## src/rtcct_defs.vh

```
// Behaviour
// - match interrupt request raised only while match enable bit 1 is set
// - counter wraps to zero at wrap limit; wrap request needs enable bit 0
// - match flag, bit 1, set on a prescaled counting tick while counter equals match value
// - wrap flag, bit 0, set when counter reaches wrap limit and returns to zero
// - writing one clears a flag; writing zero leaves it unchanged
// - one 8-bit read/write byte latch shared by all 16-bit registers
// - halted processor stops counter unless run-in-halt bit is one
// - two-bit source choice selects one of four counting clock sources
// - 16-bit registers: low byte at base offset, high byte at base plus one
// - counter write lands two counting ticks later, busy meanwhile; reset zero
// - wrap limit resets to all ones; update lands two ticks later, busy meanwhile
// - match value is 16-bit read/write, resets to zero, two byte halves
// - interval code 6:3 picks 4 to 32768 tick spacing; 0 and 0xF give none
// - tick timer runs only while tick enable bit 0 is set
// - tick busy bit 0 reads one while tick control write is synchronising
// - prescaler divides counting clock by powers of two, changes land two ticks later
// - tick flag set on each periodic event, cleared by writing one
// - counter enable bit 0 of control A enables the counter
`ifndef RTCCT_DEFS_VH
`define RTCCT_DEFS_VH

// register indices; byte address is four times the index
`define RTCCT_IDX_CTRLA 5'h00
`define RTCCT_IDX_STATUS 5'h01
`define RTCCT_IDX_IRQ_EN 5'h02
`define RTCCT_IDX_IRQ_FLAGS 5'h03
`define RTCCT_IDX_LATCH 5'h04
`define RTCCT_IDX_HALT 5'h05
`define RTCCT_IDX_SOURCE 5'h07
`define RTCCT_IDX_CNT_L 5'h08
`define RTCCT_IDX_CNT_H 5'h09
`define RTCCT_IDX_WRAP_L 5'h0A
`define RTCCT_IDX_WRAP_H 5'h0B
`define RTCCT_IDX_MATCH_L 5'h0C
`define RTCCT_IDX_MATCH_H 5'h0D
`define RTCCT_IDX_TICK_CTL 5'h10
`define RTCCT_IDX_TICK_STAT 5'h11
`define RTCCT_IDX_TICK_IRQ_EN 5'h12
`define RTCCT_IDX_TICK_FLAGS 5'h13
`define RTCCT_IDX_TICK_HALT 5'h15

// field positions
`define RTCCT_BIT_WRAP 0
`define RTCCT_BIT_MATCH 1
`define RTCCT_BIT_ENABLE 0
`define RTCCT_BIT_RUN_IN_HALT 0
`define RTCCT_BIT_TICK_IRQ 0
`define RTCCT_PRESC_HI 6
`define RTCCT_PRESC_LO 3
`define RTCCT_INTERVAL_HI 6
`define RTCCT_INTERVAL_LO 3

// writable bit masks
`define RTCCT_CTRLA_MASK 8'hF9
`define RTCCT_TICK_CTL_MASK 8'h79

// reset values
`define RTCCT_RST_BYTE 8'h00
`define RTCCT_RST_CNT 16'h0000
`define RTCCT_RST_WRAP 16'hFFFF
`define RTCCT_RST_MATCH 16'h0000

// interval codes and crossing latency in counting ticks
`define RTCCT_INTERVAL_OFF 4'h0
`define RTCCT_INTERVAL_RSVD 4'hF
`define RTCCT_SYNC_TICKS 2'h2

`endif

```

## src/rtcct_flag.v

```verilog
`timescale 1ns/100ps
`default_nettype none
module rtcct_flag (
  input wire pclk, // main clock
  input wire presetn, // async reset, active low
  input wire set, // hardware event pulse
  input wire clr, // software write-one clear
  output wire flag // sticky flag
);
  reg flag_reg;

  // set beats clear so an event in the clearing cycle survives
  always @(posedge pclk or negedge presetn) begin
    if (!presetn) begin
      flag_reg <= 1'b0;
    end else if (set) begin
      flag_reg <= 1'b1;
    end else if (clr) begin
      flag_reg <= 1'b0;
    end
  end

  assign flag = flag_reg;
endmodule
`default_nettype wire

```

## src/rtcct_sync_stage.v

```verilog
`timescale 1ns/100ps
`default_nettype none
`include "rtcct_defs.vh"
module rtcct_sync_stage #(
  parameter W = 8,
  parameter [W-1:0] RST = {W{1'b0}}
) (
  input wire pclk, // main clock
  input wire presetn, // async reset, active low
  input wire load, // software write pulse
  input wire [W-1:0] load_data, // written value
  input wire rtc_tick, // one pulse per counting clock cycle
  output wire busy, // update still in flight
  output wire apply, // pulse when the update lands
  output wire [W-1:0] value // effective value
);
  reg [W-1:0] pend_reg;
  reg [W-1:0] value_reg;
  reg [1:0] stage_reg;
  reg apply_reg;

  // a second write while busy restarts the wait with the newer value
  always @(posedge pclk or negedge presetn) begin
    if (!presetn) begin
      pend_reg <= {W{1'b0}};
      value_reg <= RST;
      stage_reg <= 2'h0;
      apply_reg <= 1'b0;
    end else begin
      apply_reg <= 1'b0;
      if (load) begin
        pend_reg <= load_data;
        stage_reg <= `RTCCT_SYNC_TICKS;
      end else if (rtc_tick && stage_reg != 2'h0) begin
        stage_reg <= stage_reg - 2'h1;
        if (stage_reg == 2'h1) begin
          value_reg <= pend_reg;
          apply_reg <= 1'b1;
        end
      end
    end
  end

  assign busy = (stage_reg != 2'h0);
  assign apply = apply_reg;
  assign value = value_reg;
endmodule
`default_nettype wire

```

## src/rtcct_top.v

```verilog
// Chosen here: register access over APB.
`timescale 1ns/100ps
`default_nettype none
`include "rtcct_defs.vh"
module rtcct_top (
  input wire pclk, // main clock, 250 MHz
  input wire presetn, // async reset, active low
  input wire psel, // apb select
  input wire penable, // apb access phase
  input wire pwrite, // apb direction
  input wire [11:0] paddr, // apb byte address
  input wire [31:0] pwdata, // apb write data
  output wire [31:0] prdata, // apb read data
  output wire pready, // apb ready
  output wire pslverr, // apb error on unmapped address
  input wire internal_fast_tick, // source 0 tick pulse
  input wire internal_slow_tick, // source 1 tick pulse
  input wire crystal_source, // source 2 tick pulse
  input wire external_clock_pin, // source 3 tick pulse
  input wire cpu_halted, // processor in break debug
  output wire irq // level interrupt
);
  ////////////////////////////////////////////////////////////////////////////
  // bus decode
  wire [4:0] idx;
  wire setup;
  wire access;
  wire wr;
  wire [7:0] wbyte;
  reg mapped;

  assign idx = paddr[6:2];
  assign setup = psel && !penable;
  assign access = psel && penable;
  assign wr = access && pwrite && mapped;
  assign wbyte = pwdata[7:0];
  assign pready = access;
  assign pslverr = access && !mapped;

  always @* begin
    mapped = 1'b0;
    if (paddr[11:7] == 5'h00 && paddr[1:0] == 2'h0) begin
      case (idx)
        `RTCCT_IDX_CTRLA, `RTCCT_IDX_STATUS, `RTCCT_IDX_IRQ_EN,
        `RTCCT_IDX_IRQ_FLAGS, `RTCCT_IDX_LATCH, `RTCCT_IDX_HALT,
        `RTCCT_IDX_SOURCE, `RTCCT_IDX_CNT_L, `RTCCT_IDX_CNT_H,
        `RTCCT_IDX_WRAP_L, `RTCCT_IDX_WRAP_H, `RTCCT_IDX_MATCH_L,
        `RTCCT_IDX_MATCH_H, `RTCCT_IDX_TICK_CTL, `RTCCT_IDX_TICK_STAT,
        `RTCCT_IDX_TICK_IRQ_EN, `RTCCT_IDX_TICK_FLAGS,
        `RTCCT_IDX_TICK_HALT: mapped = 1'b1;
        default: mapped = 1'b0;
      endcase
    end
  end

  ////////////////////////////////////////////////////////////////////////////
  // plain software registers
  reg [7:0] irq_en_reg;
  reg [7:0] latch_reg;
  reg [7:0] halt_reg;
  reg [7:0] source_reg;
  reg [7:0] tick_irq_en_reg;
  reg [7:0] tick_halt_reg;
  reg [7:0] rd_hi_reg;
  reg [7:0] rd_byte;
  reg [7:0] rd_hi;
  reg [31:0] prdata_reg;
  reg irq_reg;
  reg [15:0] cnt_reg;
  reg [14:0] pre_cnt_reg;
  reg [14:0] tick_cnt_reg;

  wire is_lo_write;
  wire lo_read;

  // low byte write parks in the latch until its high byte arrives
  assign is_lo_write = wr && (idx == `RTCCT_IDX_CNT_L || idx == `RTCCT_IDX_WRAP_L ||
    idx == `RTCCT_IDX_MATCH_L);
  // low byte read parks the matching high byte for the next access
  // unmapped reads must leave the latch alone
  assign lo_read = access && !pwrite && mapped && (idx == `RTCCT_IDX_CNT_L ||
    idx == `RTCCT_IDX_WRAP_L || idx == `RTCCT_IDX_MATCH_L);

  always @(posedge pclk or negedge presetn) begin
    if (!presetn) begin
      irq_en_reg <= `RTCCT_RST_BYTE;
      latch_reg <= `RTCCT_RST_BYTE;
      halt_reg <= `RTCCT_RST_BYTE;
      source_reg <= `RTCCT_RST_BYTE;
      tick_irq_en_reg <= `RTCCT_RST_BYTE;
      tick_halt_reg <= `RTCCT_RST_BYTE;
    end else begin
      if (wr && idx == `RTCCT_IDX_IRQ_EN) begin
        irq_en_reg <= wbyte & 8'h03;
      end
      if (wr && idx == `RTCCT_IDX_HALT) begin
        halt_reg <= wbyte & 8'h01;
      end
      if (wr && idx == `RTCCT_IDX_SOURCE) begin
        source_reg <= wbyte & 8'h03;
      end
      if (wr && idx == `RTCCT_IDX_TICK_IRQ_EN) begin
        tick_irq_en_reg <= wbyte & 8'h01;
      end
      if (wr && idx == `RTCCT_IDX_TICK_HALT) begin
        tick_halt_reg <= wbyte & 8'h01;
      end
      if ((wr && idx == `RTCCT_IDX_LATCH) || is_lo_write) begin
        latch_reg <= wbyte;
      end else if (lo_read) begin
        latch_reg <= rd_hi_reg;
      end
    end
  end

  ////////////////////////////////////////////////////////////////////////////
  // counting clock source and crossing stages
  reg rtc_tick;

  always @* begin
    case (source_reg[1:0])
      2'h0: rtc_tick = internal_fast_tick;
      2'h1: rtc_tick = internal_slow_tick;
      2'h2: rtc_tick = crystal_source;
      default: rtc_tick = external_clock_pin;
    endcase
  end

  wire ctrla_busy;
  wire cnt_busy;
  wire wrap_busy;
  wire match_busy;
  wire tick_ctl_busy;
  wire cnt_apply;
  wire [7:0] ctrla_eff;
  wire [15:0] cnt_load_val;
  wire [15:0] wrap_eff;
  wire [15:0] match_eff;
  wire [7:0] tick_ctl_eff;
  wire ctrla_load;
  wire cnt_load;
  wire wrap_load;
  wire match_load;
  wire tick_ctl_load;

  // a high byte write launches the 16-bit update with the parked low byte
  assign ctrla_load = wr && idx == `RTCCT_IDX_CTRLA;
  assign cnt_load = wr && idx == `RTCCT_IDX_CNT_H;
  assign wrap_load = wr && idx == `RTCCT_IDX_WRAP_H;
  assign match_load = wr && idx == `RTCCT_IDX_MATCH_H;
  assign tick_ctl_load = wr && idx == `RTCCT_IDX_TICK_CTL;

  // control A also needs two ticks before the prescaler sees it
  rtcct_sync_stage #(.W(8), .RST(`RTCCT_RST_BYTE)) u_ctrla (
    .pclk(pclk), .presetn(presetn),
    .load(ctrla_load),
    .load_data(wbyte & `RTCCT_CTRLA_MASK), .rtc_tick(rtc_tick),
    .busy(ctrla_busy), .apply(), .value(ctrla_eff));

  rtcct_sync_stage #(.W(16), .RST(`RTCCT_RST_CNT)) u_cnt (
    .pclk(pclk), .presetn(presetn),
    .load(cnt_load),
    .load_data({wbyte, latch_reg}), .rtc_tick(rtc_tick),
    .busy(cnt_busy), .apply(cnt_apply), .value(cnt_load_val));

  rtcct_sync_stage #(.W(16), .RST(`RTCCT_RST_WRAP)) u_wrap (
    .pclk(pclk), .presetn(presetn),
    .load(wrap_load),
    .load_data({wbyte, latch_reg}), .rtc_tick(rtc_tick),
    .busy(wrap_busy), .apply(), .value(wrap_eff));

  rtcct_sync_stage #(.W(16), .RST(`RTCCT_RST_MATCH)) u_match (
    .pclk(pclk), .presetn(presetn),
    .load(match_load),
    .load_data({wbyte, latch_reg}), .rtc_tick(rtc_tick),
    .busy(match_busy), .apply(), .value(match_eff));

  rtcct_sync_stage #(.W(8), .RST(`RTCCT_RST_BYTE)) u_tick_ctl (
    .pclk(pclk), .presetn(presetn),
    .load(tick_ctl_load),
    .load_data(wbyte & `RTCCT_TICK_CTL_MASK), .rtc_tick(rtc_tick),
    .busy(tick_ctl_busy), .apply(), .value(tick_ctl_eff));

  ////////////////////////////////////////////////////////////////////////////
  // prescaler and counter
  wire [3:0] presc;
  wire [15:0] pre_full;
  wire [14:0] pre_mask;
  wire cnt_run;
  wire pre_tick;
  wire at_wrap;
  wire wrap_event;
  wire match_event;

  assign presc = ctrla_eff[`RTCCT_PRESC_HI:`RTCCT_PRESC_LO];
  assign pre_full = (16'h0001 << presc) - 16'h0001;
  assign pre_mask = pre_full[14:0];
  // debug halt freezes the prescaler too, so no tick is lost or gained
  assign cnt_run = ctrla_eff[`RTCCT_BIT_ENABLE] &&
    !(cpu_halted && !halt_reg[`RTCCT_BIT_RUN_IN_HALT]);
  assign pre_tick = rtc_tick && cnt_run &&
    ((pre_cnt_reg & pre_mask) == pre_mask);
  assign at_wrap = (cnt_reg == wrap_eff);
  assign wrap_event = pre_tick && !cnt_apply && at_wrap;
  assign match_event = pre_tick && !cnt_apply && (cnt_reg == match_eff);

  always @(posedge pclk or negedge presetn) begin
    if (!presetn) begin
      pre_cnt_reg <= 15'h0000;
      cnt_reg <= `RTCCT_RST_CNT;
    end else begin
      if (!ctrla_eff[`RTCCT_BIT_ENABLE]) begin
        pre_cnt_reg <= 15'h0000;
      end else if (rtc_tick && cnt_run) begin
        pre_cnt_reg <= pre_cnt_reg + 15'h0001;
      end
      if (cnt_apply) begin
        cnt_reg <= cnt_load_val;
      end else if (pre_tick) begin
        if (at_wrap) begin
          cnt_reg <= 16'h0000;
        end else begin
          cnt_reg <= cnt_reg + 16'h0001;
        end
      end
    end
  end

  ////////////////////////////////////////////////////////////////////////////
  // periodic tick timer
  wire [3:0] interval;
  wire [15:0] tick_full;
  wire [14:0] tick_mask;
  wire tick_run;
  wire tick_event;

  assign interval = tick_ctl_eff[`RTCCT_INTERVAL_HI:`RTCCT_INTERVAL_LO];
  // code n spaces events by two to the power n+1 counting ticks
  assign tick_full = (16'h0002 << interval) - 16'h0001;
  assign tick_mask = tick_full[14:0];
  assign tick_run = tick_ctl_eff[`RTCCT_BIT_ENABLE] &&
    !(cpu_halted && !tick_halt_reg[`RTCCT_BIT_RUN_IN_HALT]);
  assign tick_event = rtc_tick && tick_run && interval != `RTCCT_INTERVAL_OFF &&
    interval != `RTCCT_INTERVAL_RSVD &&
    ((tick_cnt_reg & tick_mask) == tick_mask);

  always @(posedge pclk or negedge presetn) begin
    if (!presetn) begin
      tick_cnt_reg <= 15'h0000;
    end else if (!tick_ctl_eff[`RTCCT_BIT_ENABLE]) begin
      tick_cnt_reg <= 15'h0000;
    end else if (rtc_tick && tick_run) begin
      tick_cnt_reg <= tick_cnt_reg + 15'h0001;
    end
  end

  ////////////////////////////////////////////////////////////////////////////
  // flags and interrupt
  wire wrap_flag;
  wire match_flag;
  wire tick_flag;
  wire flags_wr;
  wire tick_flags_wr;

  assign flags_wr = wr && idx == `RTCCT_IDX_IRQ_FLAGS;
  assign tick_flags_wr = wr && idx == `RTCCT_IDX_TICK_FLAGS;

  rtcct_flag u_wrap_flag (
    .pclk(pclk), .presetn(presetn), .set(wrap_event),
    .clr(flags_wr && wbyte[`RTCCT_BIT_WRAP]), .flag(wrap_flag));

  rtcct_flag u_match_flag (
    .pclk(pclk), .presetn(presetn), .set(match_event),
    .clr(flags_wr && wbyte[`RTCCT_BIT_MATCH]), .flag(match_flag));

  rtcct_flag u_tick_flag (
    .pclk(pclk), .presetn(presetn), .set(tick_event),
    .clr(tick_flags_wr && wbyte[`RTCCT_BIT_TICK_IRQ]), .flag(tick_flag));

  // one request per source, merged into the single level output
  wire match_irq;
  wire wrap_irq;
  wire tick_irq;

  assign match_irq = match_flag && irq_en_reg[`RTCCT_BIT_MATCH];
  assign wrap_irq = wrap_flag && irq_en_reg[`RTCCT_BIT_WRAP];
  assign tick_irq = tick_flag && tick_irq_en_reg[`RTCCT_BIT_TICK_IRQ];

  always @(posedge pclk or negedge presetn) begin
    if (!presetn) begin
      irq_reg <= 1'b0;
    end else begin
      irq_reg <= match_irq || wrap_irq || tick_irq;
    end
  end

  assign irq = irq_reg;

  ////////////////////////////////////////////////////////////////////////////
  // read path, captured in the setup cycle
  always @* begin
    rd_byte = 8'h00;
    rd_hi = 8'h00;
    case (idx)
      `RTCCT_IDX_CTRLA: rd_byte = ctrla_eff;
      `RTCCT_IDX_STATUS: rd_byte = {4'h0, match_busy, wrap_busy, cnt_busy, ctrla_busy};
      `RTCCT_IDX_IRQ_EN: rd_byte = irq_en_reg;
      `RTCCT_IDX_IRQ_FLAGS: rd_byte = {6'h00, match_flag, wrap_flag};
      `RTCCT_IDX_LATCH: rd_byte = latch_reg;
      `RTCCT_IDX_HALT: rd_byte = halt_reg;
      `RTCCT_IDX_SOURCE: rd_byte = source_reg;
      `RTCCT_IDX_CNT_L: begin
        rd_byte = cnt_reg[7:0];
        rd_hi = cnt_reg[15:8];
      end
      `RTCCT_IDX_WRAP_L: begin
        rd_byte = wrap_eff[7:0];
        rd_hi = wrap_eff[15:8];
      end
      `RTCCT_IDX_MATCH_L: begin
        rd_byte = match_eff[7:0];
        rd_hi = match_eff[15:8];
      end
      // high bytes come from the latch so both halves match one snapshot
      `RTCCT_IDX_CNT_H, `RTCCT_IDX_WRAP_H, `RTCCT_IDX_MATCH_H: rd_byte = latch_reg;
      `RTCCT_IDX_TICK_CTL: rd_byte = tick_ctl_eff;
      `RTCCT_IDX_TICK_STAT: rd_byte = {7'h00, tick_ctl_busy};
      `RTCCT_IDX_TICK_IRQ_EN: rd_byte = tick_irq_en_reg;
      `RTCCT_IDX_TICK_FLAGS: rd_byte = {7'h00, tick_flag};
      `RTCCT_IDX_TICK_HALT: rd_byte = tick_halt_reg;
      default: rd_byte = 8'h00;
    endcase
  end

  always @(posedge pclk or negedge presetn) begin
    if (!presetn) begin
      prdata_reg <= 32'h00000000;
      rd_hi_reg <= 8'h00;
    end else if (setup) begin
      prdata_reg <= {24'h000000, (mapped ? rd_byte : 8'h00)};
      rd_hi_reg <= rd_hi;
    end
  end

  assign prdata = prdata_reg;
endmodule
`default_nettype wire

```

## config.mk

```make
export PLATFORM = sky130hd
export DESIGN_NAME = rtcct_top
export DESIGN_NICKNAME = d
export VERILOG_FILES = /design/src/rtcct_flag.v /design/src/rtcct_sync_stage.v /design/src/rtcct_top.v
export VERILOG_INCLUDE_DIRS = /design/src
export SDC_FILE = /design/constraint.sdc
export NUM_CORES = 1
export LEC_CHECK = 0
export CAP_MARGIN = 10
export CORE_ASPECT_RATIO = 0.9
export CORE_MARGIN = 2
export CORE_UTILIZATION = 40
export DETAILED_ROUTE_END_ITERATION = 8
export DONT_BUFFER_PORTS = 1
export SLEW_MARGIN = 20
export SYNTH_ARGS = -nofsm -noshare
export SYNTH_HDL_FRONTEND = slang
export SYNTH_SLANG_ARGS = --single-unit
```

## constraint.sdc

```tcl
create_clock -name pclk -period 2.9 [get_ports pclk]
set_input_delay 0.145 -clock pclk [delete_from_list [all_inputs] [get_ports pclk]]
set_output_delay 0.145 -clock pclk [all_outputs]
set_load 0.02 [all_outputs]
```

==> results of run 1 <==
[cell usage after synthesis, types with 10 or more instances]
master / n / area, sq um
a21boi_0: 10 / 75.1
a21oi_1: 21 / 105
a22oi_1: 21 / 158
a2bb2oi_1: 14 / 123
a31oi_1: 22 / 138
and2_1: 22 / 138
buf_4: 24 / 180
clkbuf_1: 49 / 184
dfrtp_1: 194 / 4850
dfstp_2: 16 / 420
ha_1: 15 / 188
inv_1: 35 / 131
mux2_2: 127 / 1430
nand2_1: 67 / 251
nand2b_1: 13 / 81.3
nand3_1: 17 / 85.1
nand4_1: 16 / 100
nor2_1: 50 / 188
nor3_1: 20 / 100
nor4_1: 11 / 68.8
o21ai_0: 48 / 240
o31ai_1: 19 / 143
or3_1: 14 / 87.6
xnor2_1: 40 / 350
xor2_1: 18 / 158
[layer usage]
layer	vias up	wire length (microns)	GRT usage (%)
li1	3726	-	-
met1	4034	13900	30.1
met2	226	12400	29.4
met3	40	1420	2.66
met4	0	539	4.43
met5	-	0	0
[cell type report]
class                           count  area [sq um]
Clock buffer                       37           709
Tap cell                          354           443
Fill cell                        2524         14600
Sequential cell                   210          5280
Inverter                           36           135
Timing Repair Buffer               61           505
Clock inverter                      6           105
Multi-Input combinational cell    721          5420
[per-stage QoR]
stage | std cells | util, %
after floorplan | 1054 | -
after global placement | 1363 | 42.6
after detailed placement | 1364 | 42.7
after CTS | 1423 | 46.3
after global routing | 1425 | 46.4
final | 1425 | 46.4
[worst register-to-register path, delay by kind of cell (launching register included)]
family | cells | cell delay, ps
adder cells (fa/ha/maj) | 1 | 240
AO/OA/AOI/OAI | 3 | 510
flip-flops | 1 | 410
AND/OR/NAND/NOR | 5 | 1040
buffers and inverters | 2 | 380
[worst max-delay path by stage]
stage / startpoint / end / slack, ps / depth (start not counted)
floorplan: u_ctrla.value[4] / cnt_reg[12] / 2 / 13
finish: u_ctrla.value[4] / cnt_reg[15] / 240 / 11
global route: u_ctrla.value[4] / cnt_reg[15] / 8 / 11
detailed placement: u_ctrla.value[4] / cnt_reg[12] / 130 / 10
global placement: u_ctrla.value[4] / cnt_reg[8] / 10 / 9
CTS: u_ctrla.value[6] / cnt_reg[15] / 110 / 10
[layout by cell type (no fill, tap or decap), types with 19 or more instances in the layout]
cell / synthesis / layout
nor2_1: 50 / 50
mux2_2: 127 / 127
clkbuf_16: 0 / 24
conb_1: 1 / 24
a31oi_1: 22 / 22
nor3_1: 20 / 19
a21oi_1: 21 / 21
o21ai_0: 48 / 48
nand2_1: 67 / 67
and2_1: 22 / 22
dfrtp_1: 194 / 194
buf_4: 24 / 44
xnor2_1: 40 / 40
inv_1: 35 / 35
a22oi_1: 21 / 21
[kinds of logic after synthesis]
group,Yosys count
AO/OA/AOI/OAI,198
other,1
AND/OR/NAND/NOR,278
adder cells (fa/ha/maj),16
XOR/XNOR,58
multiplexers,147
buffers and inverters,123
flip-flops,210
[repair_timing]
| action | CTS | global route |
|---|---|---|
| gates resized for setup | 0 | 2 |
| buffers inserted | 0 | 2 |
| hold endpoints to repair | 271 | 210 |
| endpoints found under the setup margin | 0 | 5 |
[where the power goes]
part           leakage, uW  internal [uW]  switching (uW)
sequential         0.00280           3120             233
combinational      0.00241            745             890
clock             0.000399           1860            1230
==> results.md, run 1 <==
Timing:
- The post-route clock skew is 28.7 ps.
- Once routing completed, OpenROAD measured the worst setup slack at 236 ps.
- The count of pins over their slew limit was 0.
- Setup violations remaining at the end of the flow were counted as 0.
- Setup repair after global routing left no endpoint under its margin.
- Timing would allow up to 0.375 GHz.
- The smallest hold slack is -703 ps.
- The final number of hold-violating endpoints came to 210.
- The post-route clock period utilization is 91.9%.
- The final setup TNS is 0 ps.
- The clock period could shrink to 2660 ps.
- The actual slew at the worst max-slew pin is 842 ps.
- The worst pin sits at a relative slew slack of 43.8%.

Synthesis:
- The instance count of the mapped netlist is 1031.
- The parity-gate share of the synthesized area counting xor and xnor cells is 4.56%.
- The synthesized design contains 210 register bits.
- Counting flops with an async set or reset pin after synthesis yields a share of 100%.
- Yosys printed 0 warnings.
- The synthesized netlist devotes 12.0% of its cell area to compound gates.
- After synthesis, the netlist uses 69 different library cells.
- Averaged over all synthesized cells, the footprint is 10.8 sq um.
- The main combinational cell family by area after synthesis is multiplexers.
- The fraction of the mapped netlist area in adder cells is 1.77%.
- The cell area that synthesis handed to floorplanning was 11200 sq um.
- Multiplexer cells account for 15.4% of the synthesized area.
- The share of the Yosys chip area taken by registers is 47.3%.
- For this run, the leading register cell type out of synthesis is dfrtp_1.
- The number of flops mapped to enable cells by yosys is 0.
- The post-synthesis share of cell area spent on and, or, nand and nor gates is 13.8%.

Die:
- 89 I/O pins were placed.
- The die extent in x is 180 microns.
- The chip height is 162 microns.
- The number of placement rows is 57.
- The initial utilization of the core area, before any placement, comes to 41.0%.
- The die outline area is 29200 sq um.
- The core region is 27200 sq um.

Drt:
- The initial detailed-routing violation count is 646.
- Dividing the detail-routed via count by the number of cells gives 5.63.
- The first TritonRoute pass finished after 5 iterations.
- Once detail routing completed, the nets flagged for antenna violations numbered 0.
- The final layout contains routed wiring with a total length of 28300 microns.
- The final route contains 8026 vias.
- The count of unresolved DRC violations after routing is 0.
- The post-detailed-route wirelength per cell is 19.9 microns.

Worst setup path:
- The largest single stage delay on the critical path is 510 ps.
- The worst-case reg-to-reg path depth is 11.
- The type of the worst setup path is reg2reg.
- Traced cell by cell, the critical path runs through nor2_1 > nand3_1 > ha_2 > buf_4 > nand2b_1 > o21ai_0 > o21ai_0 > nand4_1 > buf_4 > or4_1 > a31oi_1.
- Of all nets on the critical path, the largest fanout is 11.
- The slowest stage of the critical path belongs to the cell or4_1.
- At the worst endpoint, the arrival time is 3110 ps.
- The endpoint identified for the worst register-to-register timing path is cnt_reg[15].
- The top cell family by delay on the critical path is simple AND/OR/NAND/NOR gates.
- The startpoint identified for the worst register-to-register timing path is u_ctrla.value[4].
- The number of buffer and inverter instances along the worst setup path is 2.
- The required time at the endpoint of the critical path is 3340 ps.
- The worst setup path is launched from a register.
- The critical path endpoint category is a register.
- The register-to-register setup slack is 240 ps.

Finish:
- The net count reported at finish is 1123.
- The number of antenna cells inserted is 0.
- Of the cells placed in the final design, the portion with a size suffix greater than 1 is 24.1%.
- After routing the design area is 12600 sq um.
- From synthesis to final layout, the design area changed by 13.0%.

Place:
- After legalization and detailed placement, the total HPWL measured 19400 microns.
- The instance area after placement is 11600 sq um.
- OpenSTA, run right after detailed placement, puts the worst setup slack at 127 ps.
- During placement, the flow inserted port buffers numbering 0.
- The final RePlAce weighted congestion is 0.878.

Power and ir drop:
- The peak ir drop on the vdd network is 405 uV.
- Dividing total power by cell area gives a power density of 642 nW/um^2.
- The completed layout was analyzed and its total power is 8090 uW.
- The static leakage power is 0.00561 uW.

Flow run:
- The tool flagged a number of max-cap violations equal to 0.

Clocking:
- The clock transition at the register clock pins on the worst setup and hold paths after CTS is 60 ps.
- The number of buffers created by CTS is 24.
- The root buffer cell is clkbuf_16.
- CTS built an H-tree with a depth of 1.
- The clock net in this run drives a total of 210 sinks.
- The clock latency on the worst-skew pair is 550 ps.
- The number of buffers added to fix hold violations after cts is 16.
- TritonCTS built the clock tree.
- The maximum root-to-sink buffer count is 3.

Outcome:
- The checks that failed: hold timing.
- The flow ran to the end, but the final reports show violations.

GRT:
- The via count of the first global-routing pass came to 7754.
- The total track usage is 19.6%.
- Summed over all layers, the global routing overflow is 0.
- The largest net degree at the start of global routing is 211.
- The first global-routing pass estimated 45600 microns of wire.
- The number of antenna violations at the first check in global routing was 0.

Hold path:
- The tightest min-delay check is of the in2async type.
Power figures use the tool's default switching activity.
==> run 2: changes to the inputs <==
--- a/config.mk
+++ b/config.mk
@@ -9,9 +9,10 @@
 export CAP_MARGIN = 10
 export CORE_ASPECT_RATIO = 0.9
 export CORE_MARGIN = 2
-export CORE_UTILIZATION = 40
+export CORE_UTILIZATION = 50
 export DETAILED_ROUTE_END_ITERATION = 8
 export DONT_BUFFER_PORTS = 1
+export PLACE_DENSITY = 0.68
 export SLEW_MARGIN = 20
 export SYNTH_ARGS = -nofsm -noshare
 export SYNTH_HDL_FRONTEND = slang
==> results.md, run 2 (synthesized netlist as in run 1, its figures left out) <==
Finish:
- The post-route netlist has 23.9% of its cells at a drive strength greater than 1.
- The area taken by multi-input logic gates is 5420 sq um.
- The final core area utilization is 57.2%.
- In the layout the commonest cells are 194 x dfrtp_1, 127 x mux2_2, 67 x nand2_1, 50 x nor2_1, 48 x o21ai_0.
- The area taken by flip-flops and latches is 5280 sq um.
- After filler insertion, the fill cell instance count of the layout stands at 1851.
- The net count reported at finish is 1116.
- The most common cell after layout, fill and taps aside is dfrtp_1.
- The area growth from synthesis to layout is 11.7%.

Clocking:
- Counting along the longest clock path gives a buffer depth of 3.
- The cell sitting at the root of the clock tree is a clkbuf_16.
- The clock transition at the register clock pins on the worst setup and hold paths after CTS is 70 ps.
- Buffers inserted during clock tree synthesis total 23.
- CTS saw 210 sinks.
- The clock reaches the later pin of the worst-skew pair after 540 ps.
- TritonCTS built the clock tree.
- The number of buffers added to fix hold violations after cts is 15.
- The H-tree depth is 1.

Place:
- At the end of routability-driven placement, the weighted congestion stood at 0.885.
- The count of buffers added on input and output ports is 0.
- The worst setup timing slack at the placement stage is -44.9 ps.
- The HPWL after detailed placement is 18700 microns.

Drt:
- Across all layers, the routed design uses 8072 vias.
- For this block, the routed nets add up to 27700 microns of wire.
- The count of unresolved DRC violations after routing is 0.
- The detail route stage leaves a number of antenna-violating nets equal to 0.
- The initial detailed-routing violation count is 761.
- Dividing the detail-routed via count by the number of cells gives 5.96.
- The first detailed-routing pass ran for 6 iterations.
- The post-detailed-route wirelength per cell is 20.4 microns.

Timing:
- Of the available clock period, the critical path in the final layout requires 92.4%.
- The final number of hold-violating endpoints was 210.
- The clock arrives with 33.1 ps of skew.
- The final critical path time including I/O delays and setup is 2680 ps.
- The worst relative slew slack is 43.3%.
- Based on the critical path, the design can be clocked at up to 0.373 GHz.
- The actual slew at the worst max-slew pin is 851 ps.
- Setup repair after global routing left no endpoint under its margin.
- The final worst-path setup slack is 221 ps.
- Setup violations remaining at the end of the flow were counted as 0.
- The smallest hold slack is -670 ps.
- The count of pins over their slew limit is 0.
- The final setup TNS is 0 ps.

Power and ir drop:
- The proportion of power drawn by the clock network is 38.1%.
- The share of total power dissipated in sequential elements is 42.9%.
- In this run switching power makes up 29.1% of total power.
- Internal power comes to 5650 uW.
- The power dissipated by switching net loads is 2320 uW.
- The peak ir drop on the vdd network is 646 uV.
- In this run the power density over the cells is 640 nW/um^2.
- Combinational logic burns 19.0% of the power.
- For this design the static power due to leakage is 0.00558 uW.

Die:
- Once the floorplan was initialized, standard cells occupied 51.3% of the core.
- The I/O pin total is 89.
- The die extent in x is 161 microns.
- In this run the vertical extent of the chip is 146 microns.
- The floorplan has 51 rows.
- In this run the standard cell core region covers 21800 sq um.
- The floorplan step defined a die boundary enclosing 23500 sq um.

GRT:
- Global routing used 23.6% of the available tracks across all layers.
- The number of antenna violations at the first check in global routing was 2.
- Entering global routing, the biggest net connects 211 pins.
- The via count of the first global-routing pass was 7706.
- Summed over all layers, the global routing overflow is 0.
- The first-pass GRT wire length is 43800 microns.

Worst setup path:
- The critical-path cell with the highest stage delay is or4_1.
- The required time at the endpoint of the critical path is 3290 ps.
- The endpoint identified for the worst register-to-register timing path is cnt_reg[7].
- The critical path in this run is classified as reg2reg.
- The kind of start point of the critical path is a register.
- The register-to-register setup slack is 220 ps.
- The critical path endpoint category is a register.
- Data arrives at the worst endpoint at 3070 ps.
- The startpoint of the worst-slack reg-to-reg timing path is u_ctrla.value[4].
- The worst-case reg-to-reg path depth is 9.
- In this run the worst path has a maximum fanout of 13.
- The delay contributed by the slowest stage of the critical path is 520 ps.
- Walking the worst path, the cells encountered are nor2_1 > nand3_1 > ha_2 > or4_1 > a31oi_1 > o21ai_0 > and4_1 > a41oi_1 > a2bb2oi_1.

Outcome:
- The run finished, with violations left.
- The checks that failed: hold timing.

Flow run:
- Across the run, the number of max-cap violations was 0.

Hold path:
- The type of the tightest min-delay check is in2async.
run 2: worst max-delay path by stage:
stage	startpoint	endpoint	slack (ps)	cells past startpoint
2_1_floorplan	u_ctrla.value[4]	cnt_reg[12]	2	13
3_3_place_gp	u_ctrla.value[5]	cnt_reg[7]	90	9
3_5_place_dp	u_ctrla.value[5]	cnt_reg[7]	-40	9
4_1_cts	u_ctrla.value[4]	cnt_reg[12]	10	9
5_1_grt	u_ctrla.value[4]	cnt_reg[12]	30	9
6_report	u_ctrla.value[4]	cnt_reg[7]	220	9
run 2: final cells by class:
class | count | area share (%)
antenna | 1 | 0.0201
clock buffer | 32 | 5.46
multi-input combinational | 721 | 43.5
tap | 291 | 2.92
sequential | 210 | 42.4
timing repair buffer | 55 | 3.72
clock inverter | 8 | 0.904
inverter | 36 | 1.09
run 2: repair_timing:
action | CTS | global route
pin swaps | 0 | 1
endpoints found under the hold margin | 271 | 210
setup buffers | 0 | 1
cloned | 0 | 0
gates resized for setup | 2 | 2
endpoints found under the setup margin | 10 | 3
run 2: metal layers:
layer	vias up	wire (microns)	track usage, %
met4	0	754	5.94
met5	-	0	0
met3	53	2320	5.24
met1	3977	12700	35.6
li1	3700	-	-
met2	342	11900	34.6
run 2: worst max-delay path, delay by kind of cell (launching register included):
family	cells	cell delay, ps
simple gates	4	1180
compound gates	4	690
flops	1	410
fa+ha+maj	1	260
run 2: per-stage QoR:
step	area (sq um)	total power, uW	instances
global route	12500	8300	1353
global placement	11500	4860	1297
CTS	12400	8000	1352
floorplan	11200	4520	1054
detailed placement	11500	4890	1297
finish	12500	7970	1354
run 2: power by group through the flow:
stage | logic (uW) | registers, uW | clock network (uW)
after floorplan | 1260 | 3260 | 0
after global placement | 1410 | 3450 | 0
after detailed placement | 1440 | 3450 | 0
after CTS | 1510 | 3400 | 3100
after global routing | 1660 | 3430 | 3200
final | 1520 | 3420 | 3030
